<file path="src/shared/ids_pkg.sv">
package ids_pkg;
    // address space layout
    localparam int          IDS_RAM_DEPTH   = 256;
    localparam int          IDS_AW          = 8;
    localparam int          IDS_DW          = 8;
    localparam logic [7:0]  IDS_UPPER_BASE  = 8'h80;
    localparam logic [7:0]  IDS_BIT_BASE    = 8'h20;
    localparam logic [7:0]  IDS_BIT_END     = 8'h2F;
    localparam logic [7:0]  IDS_BANK_END    = 8'h1F;
    localparam int          IDS_BANK_SEL_W  = 2;
    localparam int          IDS_REG_SEL_W   = 3;
    localparam logic [7:0]  IDS_RESET_DATA  = 8'h00;
    localparam logic [1:0]  IDS_RESET_BANK  = 2'h0;
    localparam logic [6:0]  IDS_SFR_OFFSET_MASK = 7'h7F;

    // access modes issued by the core
    typedef enum logic [3:0] {
        IDS_MODE_DIRECT   = 4'h1,
        IDS_MODE_INDIRECT = 4'h2,
        IDS_MODE_BIT      = 4'h4,
        IDS_MODE_REG      = 4'h8
    } ids_mode_t;

    // routing target, one-hot
    typedef enum logic [2:0] {
        IDS_TGT_NONE = 3'h1,
        IDS_TGT_RAM  = 3'h2,
        IDS_TGT_SFR  = 3'h4
    } ids_tgt_t;
endpackage

</file>
<file path="src/core/ids_bank_map.sv">
`timescale 1ns/1ps
`default_nettype none
module ids_bank_map
    import ids_pkg::*;
(
    // bank select and register operand
    input  wire logic [ids_pkg::IDS_BANK_SEL_W-1:0] bank_sel,
    input  wire logic [ids_pkg::IDS_REG_SEL_W-1:0]  reg_sel,
    // ram byte address of the working register
    output logic [ids_pkg::IDS_AW-1:0]              reg_addr
);
    import ids_pkg::*;

    // bank occupies eight bytes: bank*8 + reg, zero above
    assign reg_addr = {3'h0, bank_sel, reg_sel}; // RULE_05 RULE_07
endmodule
`default_nettype wire

</file>
<file path="src/core/ids_decoder.sv">
`timescale 1ns/1ps
`default_nettype none
// How it works
// (RULE_01) Holds 256 data bytes where the top half is shared by RAM and SFR space by mode.
// (RULE_02) Indirect accesses at 0x80 and above read or write upper RAM.
// (RULE_03) Direct accesses at 0x80 and above go to the 128-location SFR port, not RAM.
// (RULE_04) Below 0x80 direct and indirect accesses hit the same RAM byte.
// (RULE_05) Bytes 0x00 to 0x1F form four banks of eight working registers.
// (RULE_06) Bytes 0x20 to 0x2F are reachable as bytes or single bits.
// (RULE_07) A two-bit bank select from the status word picks the bank for register operands.
module ids_decoder
    import ids_pkg::*;
(
    // clock and control
    input  wire logic                             mclk,
    input  wire logic                             sys_rst,
    input  wire logic                             clk_en,
    // core access request
    input  wire logic                             acc_req,
    input  wire logic                             acc_we,
    input  wire ids_pkg::ids_mode_t               acc_mode,
    input  wire logic [ids_pkg::IDS_AW-1:0]       acc_addr,
    input  wire logic [ids_pkg::IDS_DW-1:0]       acc_wdata,
    input  wire logic [ids_pkg::IDS_BANK_SEL_W-1:0] psw_bank,
    // core answer
    output logic                                  rd_valid_ff,
    output logic [ids_pkg::IDS_DW-1:0]            rd_data_ff,
    output logic                                  acc_err_ff,
    // sfr space port
    output logic                                  sfr_req_ff,
    output logic                                  sfr_we_ff,
    output logic [6:0]                            sfr_addr_ff,
    output logic [ids_pkg::IDS_DW-1:0]            sfr_wdata_ff,
    input  wire logic [ids_pkg::IDS_DW-1:0]       sfr_rdata
);
    import ids_pkg::*;

    logic [IDS_DW-1:0] mem_ff [IDS_RAM_DEPTH];
    logic [IDS_AW-1:0] reg_addr;
    logic [IDS_AW-1:0] ram_addr;
    logic [IDS_AW-1:0] bit_byte;
    logic [2:0]        bit_pos;
    logic              bit_ok;
    ids_tgt_t          tgt;
    logic              sfr_pend_ff;
    logic              nxt_bit;

    // bit number 0..127 maps to byte 0x20 + n/8
    function automatic logic [IDS_AW-1:0] bit_to_byte(input logic [IDS_AW-1:0] bn);
        bit_to_byte = IDS_BIT_BASE + {3'h0, bn[6:2] >> 1'b1 & 5'h0F} ;
    endfunction

    function automatic logic is_upper(input logic [IDS_AW-1:0] a);
        is_upper = (a >= IDS_UPPER_BASE);
    endfunction

    ids_bank_map u_bank (
        .bank_sel (psw_bank),
        .reg_sel  (acc_addr[IDS_REG_SEL_W-1:0]),
        .reg_addr (reg_addr)
    );

    assign bit_byte = bit_to_byte(acc_addr); // RULE_06
    assign bit_pos  = acc_addr[2:0];
    assign bit_ok   = (acc_addr < IDS_UPPER_BASE); // upper bit space belongs to sfrs

    // route by mode; top half is split by mode, bottom half shared
    always_comb begin
        tgt      = IDS_TGT_NONE;
        ram_addr = acc_addr;
        case (acc_mode)
            IDS_MODE_DIRECT: begin
                tgt = is_upper(acc_addr) ? IDS_TGT_SFR : IDS_TGT_RAM; // RULE_01 RULE_03 RULE_04
            end
            IDS_MODE_INDIRECT: begin
                tgt = IDS_TGT_RAM; // RULE_02 RULE_04
            end
            IDS_MODE_BIT: begin
                tgt      = bit_ok ? IDS_TGT_RAM : IDS_TGT_NONE; // RULE_06
                ram_addr = bit_byte;
            end
            IDS_MODE_REG: begin
                tgt      = IDS_TGT_RAM;
                ram_addr = reg_addr; // RULE_07
            end
            default: begin
                tgt = IDS_TGT_NONE;
            end
        endcase
    end

    // ram write; bit writes modify one bit, lsb of wdata carries it
    // contents survive reset, but no write may land while reset is held
    always_ff @(posedge mclk) begin
        if (!sys_rst && clk_en && acc_req && acc_we && tgt == IDS_TGT_RAM) begin
            if (acc_mode == IDS_MODE_BIT) begin
                mem_ff[ram_addr][bit_pos] <= acc_wdata[0]; // RULE_06
            end else begin
                mem_ff[ram_addr] <= acc_wdata; // RULE_02 RULE_04
            end
        end
    end

    assign nxt_bit = mem_ff[ram_addr][bit_pos];

    // read answer one cycle after request; sfr reads wait one more for the peripheral
    always_ff @(posedge mclk) begin
        if (sys_rst) begin
            rd_valid_ff <= 1'b0;
            rd_data_ff  <= IDS_RESET_DATA;
            acc_err_ff  <= 1'b0;
            sfr_pend_ff <= 1'b0;
        end else if (clk_en) begin
            rd_valid_ff <= 1'b0;
            acc_err_ff  <= 1'b0;
            sfr_pend_ff <= 1'b0;
            if (sfr_pend_ff) begin
                rd_valid_ff <= 1'b1;
                rd_data_ff  <= sfr_rdata; // RULE_03
            end
            if (acc_req) begin
                case (tgt)
                    IDS_TGT_RAM: begin
                        // a ram write must not cancel an sfr answer due in this cycle
                        // limitation: a ram read right behind an sfr read takes the slot
                        if (!acc_we) begin
                            rd_valid_ff <= 1'b1;
                            rd_data_ff <= (acc_mode == IDS_MODE_BIT) ?
                                          {7'h00, nxt_bit} : mem_ff[ram_addr];
                        end
                    end
                    IDS_TGT_SFR: begin
                        sfr_pend_ff <= !acc_we;
                    end
                    default: begin
                        acc_err_ff <= 1'b1; // bad mode or sfr bit: flagged, ignored
                    end
                endcase
            end
        end
    end

    // sfr port strobe, one cycle, registered
    always_ff @(posedge mclk) begin
        if (sys_rst) begin
            sfr_req_ff   <= 1'b0;
            sfr_we_ff    <= 1'b0;
            sfr_addr_ff  <= 7'h00;
            sfr_wdata_ff <= IDS_RESET_DATA;
        end else if (clk_en) begin
            sfr_req_ff <= acc_req && tgt == IDS_TGT_SFR; // RULE_03
            if (acc_req && tgt == IDS_TGT_SFR) begin
                sfr_we_ff    <= acc_we;
                sfr_addr_ff  <= acc_addr[6:0] & IDS_SFR_OFFSET_MASK;
                sfr_wdata_ff <= acc_wdata;
            end
        end
    end

    // upper direct access never reaches ram
    sfr_route_a: assert property (@(posedge mclk) disable iff (sys_rst)
        clk_en && acc_req && acc_mode == IDS_MODE_DIRECT && acc_addr[7]
        |=> sfr_req_ff && sfr_addr_ff == $past(acc_addr[6:0]))
        else $error("direct upper access not sent to sfr port"); // RULE_03
    indirect_ram_a: assert property (@(posedge mclk) disable iff (sys_rst)
        clk_en && acc_req && acc_mode == IDS_MODE_INDIRECT
        |=> !sfr_req_ff)
        else $error("indirect access reached sfr port"); // RULE_02
    ram_read_a: assert property (@(posedge mclk) disable iff (sys_rst)
        clk_en && acc_req && !acc_we && acc_mode == IDS_MODE_INDIRECT
        |=> rd_valid_ff && !acc_err_ff)
        else $error("indirect read not answered next cycle"); // RULE_01
    lower_direct_a: assert property (@(posedge mclk) disable iff (sys_rst)
        clk_en && acc_req && acc_mode == IDS_MODE_DIRECT && !acc_addr[7]
        |=> !sfr_req_ff)
        else $error("lower direct access went to sfr"); // RULE_04
    bank_addr_a: assert property (@(posedge mclk) disable iff (sys_rst)
        acc_mode == IDS_MODE_REG |-> reg_addr <= IDS_BANK_END &&
        reg_addr[4:3] == psw_bank)
        else $error("register operand outside selected bank"); // RULE_05
    bank_sel_a: assert property (@(posedge mclk) disable iff (sys_rst)
        acc_mode == IDS_MODE_REG |-> ram_addr == {3'h0, psw_bank, acc_addr[2:0]})
        else $error("bank select not applied"); // RULE_07
    bit_byte_a: assert property (@(posedge mclk) disable iff (sys_rst)
        acc_mode == IDS_MODE_BIT && bit_ok |-> ram_addr >= IDS_BIT_BASE &&
        ram_addr <= IDS_BIT_END)
        else $error("bit access outside bit region"); // RULE_06
    sfr_read_a: assert property (@(posedge mclk) disable iff (sys_rst)
        clk_en && acc_req && !acc_we && acc_mode == IDS_MODE_DIRECT && acc_addr[7]
        ##1 clk_en |=> rd_valid_ff)
        else $error("sfr read not answered in two cycles"); // RULE_03
endmodule
`default_nettype wire

</file>
<file path="config.mk">
export PLATFORM = sky130hd
export DESIGN_NAME = ids_decoder
export DESIGN_NICKNAME = d
export VERILOG_FILES = /design/src/shared/ids_pkg.sv /design/src/core/ids_bank_map.sv /design/src/core/ids_decoder.sv
export SDC_FILE = /design/constraint.sdc
export NUM_CORES = 2
export LEC_CHECK = 0
export ABC_AREA = 1
export CORE_MARGIN = 2
export CORE_UTILIZATION = 47
export DETAILED_ROUTE_END_ITERATION = 12
export DONT_BUFFER_PORTS = 1
export PLACE_DENSITY_LB_ADDON = 0.15
export SYNTH_ARGS = -nofsm -noshare
export SYNTH_HDL_FRONTEND = slang
export SYNTH_SLANG_ARGS = --single-unit
export TNS_END_PERCENT = 5
</file>
<file path="constraint.sdc">
create_clock -name mclk -period 7 [get_ports mclk]
set_input_delay 1.4 -clock mclk [delete_from_list [all_inputs] [get_ports mclk]]
set_output_delay 1.4 -clock mclk [all_outputs]
set_load 0.005 [all_outputs]
</file>
==> impl_metrics.ini <==
[run_status]
status = complete, no violations

[power]
p_int_uw = 20420
power.switching_uw = 6617
switching_share_pct = 24.47
p_leak_uw = 0.03872
powerDensity_nw_per_um2 = 257.6
comb_power_share_pct = 8.1
clkPwrFrac_pct = 41.3
seqPwrFrac_pct = 50.6
p_total_uw = 27040
ir_drop_v = 0.0002592

[critical_path]
cp_data_arrival_time_ps = 6040
cp-end-kind = flip-flop
cp_cell_sequence = nor2_2 -> nand2_2 -> buf_4 -> nand2_4 -> nand2_8 -> buf_12 -> nor2_4 -> inv_1 -> nor2_4 -> buf_4 -> nand2_1 -> nor2_1
reg2regPathDepth = 18
worstPathMaxFanout = 38
r2r-start = mem_ff[108][1]$_DFFE_PP_
critical_path_class = input pin to flip-flop
startpoint_type = input pin
max_stage_delay_ps = 910
cp_slowest_cell = nor2_4
required_ps = 7550
rr_endpoint = rd_data_ff[0]$_SDFFE_PP0P_
rrSetupSlack_ps = 3680

[cts]
htree_levels = 4
postCtsResizedCells = 0
clk_path_buf_depth = 3
cts_buffers = 219
clk_pin_slew_ps = 60
clock_sinks = 2076
cts-root-buf = clkbuf_16
worstSkewPairLatency_ps = 870
ctsHoldBuffers = 0
post_cts_buffers = 0
cts_tree = done

[synthesis]
synthArstFlopShare_pct = 0
synthCells = 10530
synth_most_common_cell = nand2_1
synth_top_cells_by_area = edfxtp_1 65%, nand2_1 20%, nor2_1 8.7%
synth_top_cell_by_area = edfxtp_1
syn_area_um2 = 95080
synth_cell_type_count = 30
synth_nets = 10560
synthTopCellsByCount = 5002 x nand2_1, 2204 x nor2_1, 2048 x edfxtp_1
yosysSeqAreaShare_pct = 65.27
synth_ff_type = edfxtp_1
ys_warn_count = 0
synth.avg_cell_area_um2 = 9.030
synth_top_area_share_pct = 64.68
synth_edf_count = 2048
ys_ff_latch = 2076

[timing]
grt_setup_unrepaired = false
slew_headroom_pct = 12.94
worst_slew_pin_slew_ps = 1303
final-hold-violation-count = 0
fin_tns_setup_ps = 0
post-route-period-util_pct = 78.36
min_period_ps = 5485
finalSetupViolations = 0
fin_skew_ps = 28.77
fmax_mhz = 182.3
maxSlewViolCount = 0

[detailed_routing]
drt_pass1_iterations = 8
via_count = 73740
viasPerCell = 5.600
drt_iter0_drc = 8506
post_drt_wl_per_cell_um = 23.76
postRouteAntennaNets = 0
detail_route.wirelength_um = 312900
drcViolationCount = 0

[flow_run]
maxCapViolations = 0

[grt]
antenna_found_initial = 6
grt_util_met1_pct = 40.50
grtUsageMet2_pct = 48.29
grt_use_met3_pct = 4.920
gr-total-overflow = 0
grtUsageTotal_pct = 30.07
grt_pass1_vias = 70080
grt_max_degree = 259
busiest_layer = met2
grt_pass1_wl_um = 459100

[min_path]
min_path_cells = 2
min_to = sfr_req_ff$_SDFFE_PP0P_
hp-class = flip-flop to flip-flop
min_from = sfr_req_ff$_SDFFE_PP0P_

[floorplanning]
num_rows = 165
coreArea_um2 = 201700
die_area_um2 = 205900
ios = 62
start_util_pct = 47.14
fp.dieW_um = 453.8
die_h_um = 453.8

[layout]
drive_above_1_share_pct = 5.803
area.growth.synth_to_final_pct = 10.42
layout.nets = 10350
nFillCells = 18620

[placement]
portBuffers = 0
routabilityCongestion = 0.8933
place_hpwl_um = 179400
-- through the flow --
step                hold WS [ps]  cell area (um2)  std cells  setup slack [ps]  utilization (%)
floorplan                  461.8            95080      10530             476.6                -
global placement           469.2            98280      12770             775.7            48.72
detailed placement         480.4            98280      12770             812.8            48.72
CTS                        489.6           105000      13170              1711            52.05
global route               502.9           105000      13170              1439            52.05
finish                     488.8           105000      13170              1515            52.05
-- metal layers --
metal / part of all wire (%) / wire (um)
met3: 9.4 / 29310
met4: 4.6 / 14360
met1: 40 / 123800
met2: 46 / 145400
met5: 0.011 / 34
-- state kept, by name, summed over array words and instances (netlist names) --
signal and cells:
acc_err_ff 1, mem_ff 2048, rd_data_ff 8, rd_valid_ff 1, sfr_addr_ff 7, sfr_pend_ff 1, sfr_req_ff 1, sfr_wdata_ff 8
sfr_we_ff 1
-- worst max-delay path by stage --
stage / startpoint / end / slack [ps] / cells after the start
6_report: acc_mode[1] / mem_ff[14][0]$_DFFE_PP_ / 1510 / 12
5_1_grt: acc_mode[1] / mem_ff[14][4]$_DFFE_PP_ / 1440 / 12
4_1_cts: acc_mode[1] / mem_ff[14][4]$_DFFE_PP_ / 1710 / 12
3_5_place_dp: acc_mode[1] / mem_ff[225][2]$_DFFE_PP_ / 810 / 13
3_3_place_gp: acc_mode[1] / rd_data_ff[0]$_SDFFE_PP0P_ / 780 / 24
2_1_floorplan: acc_mode[1] / mem_ff[0][1]$_DFFE_PP_ / 480 / 11
-- area by class of cell --
class,instances,area (um2),area share (%)
multi-input cells,7737,30330,28.89
repair buffers,232,2342,2.231
clock inverters,104,752.0,0.7163
diodes,2,5.005,0.004767
well taps,2672,3343,3.185
inverters,52,202.7,0.1931
flip-flops and latches,2076,62060,59.11
clock buffers,293,5949,5.667
-- worst max-delay path, delay by kind of cell --
kind,cells,cell delay (ps)
buffers and inverters,4,1680
and+or+nand+nor,8,2800
-- layout by cell type, fill, tap and decap left out, drive strengths merged, types with 4 or more instances in the layout --
master,Yosys,routed
a21oi,36,36
a22oi,16,16
a31oi,4,4
buf,297,232
bufinv,0,10
clkbuf,367,293
clkinv,2,89
dfxtp,28,28
edfxtp,2048,2048
inv,50,54
nand2,5027,5027
nand3,173,173
nand4,62,62
nor2,2225,2225
nor3,9,9
nor4,41,41
o21ai,139,139
-- kinds of logic after synthesis --
logic type	synth area share (%)
flops	65.27
simple gates	30.41
buf+inv	3.187
compound gates	1.126
-- power groups by stage --
stage	Clock, uW	Combinational, uW	Sequential (uW)
2_1_floorplan	0	1190	14000
3_3_place_gp	0	2150	13900
3_5_place_dp	0	2160	13900
4_1_cts	11300	2160	13700
5_1_grt	11700	2340	13700
6_report	11200	2200	13700
Note: power is estimated with default switching activity, not from simulation.
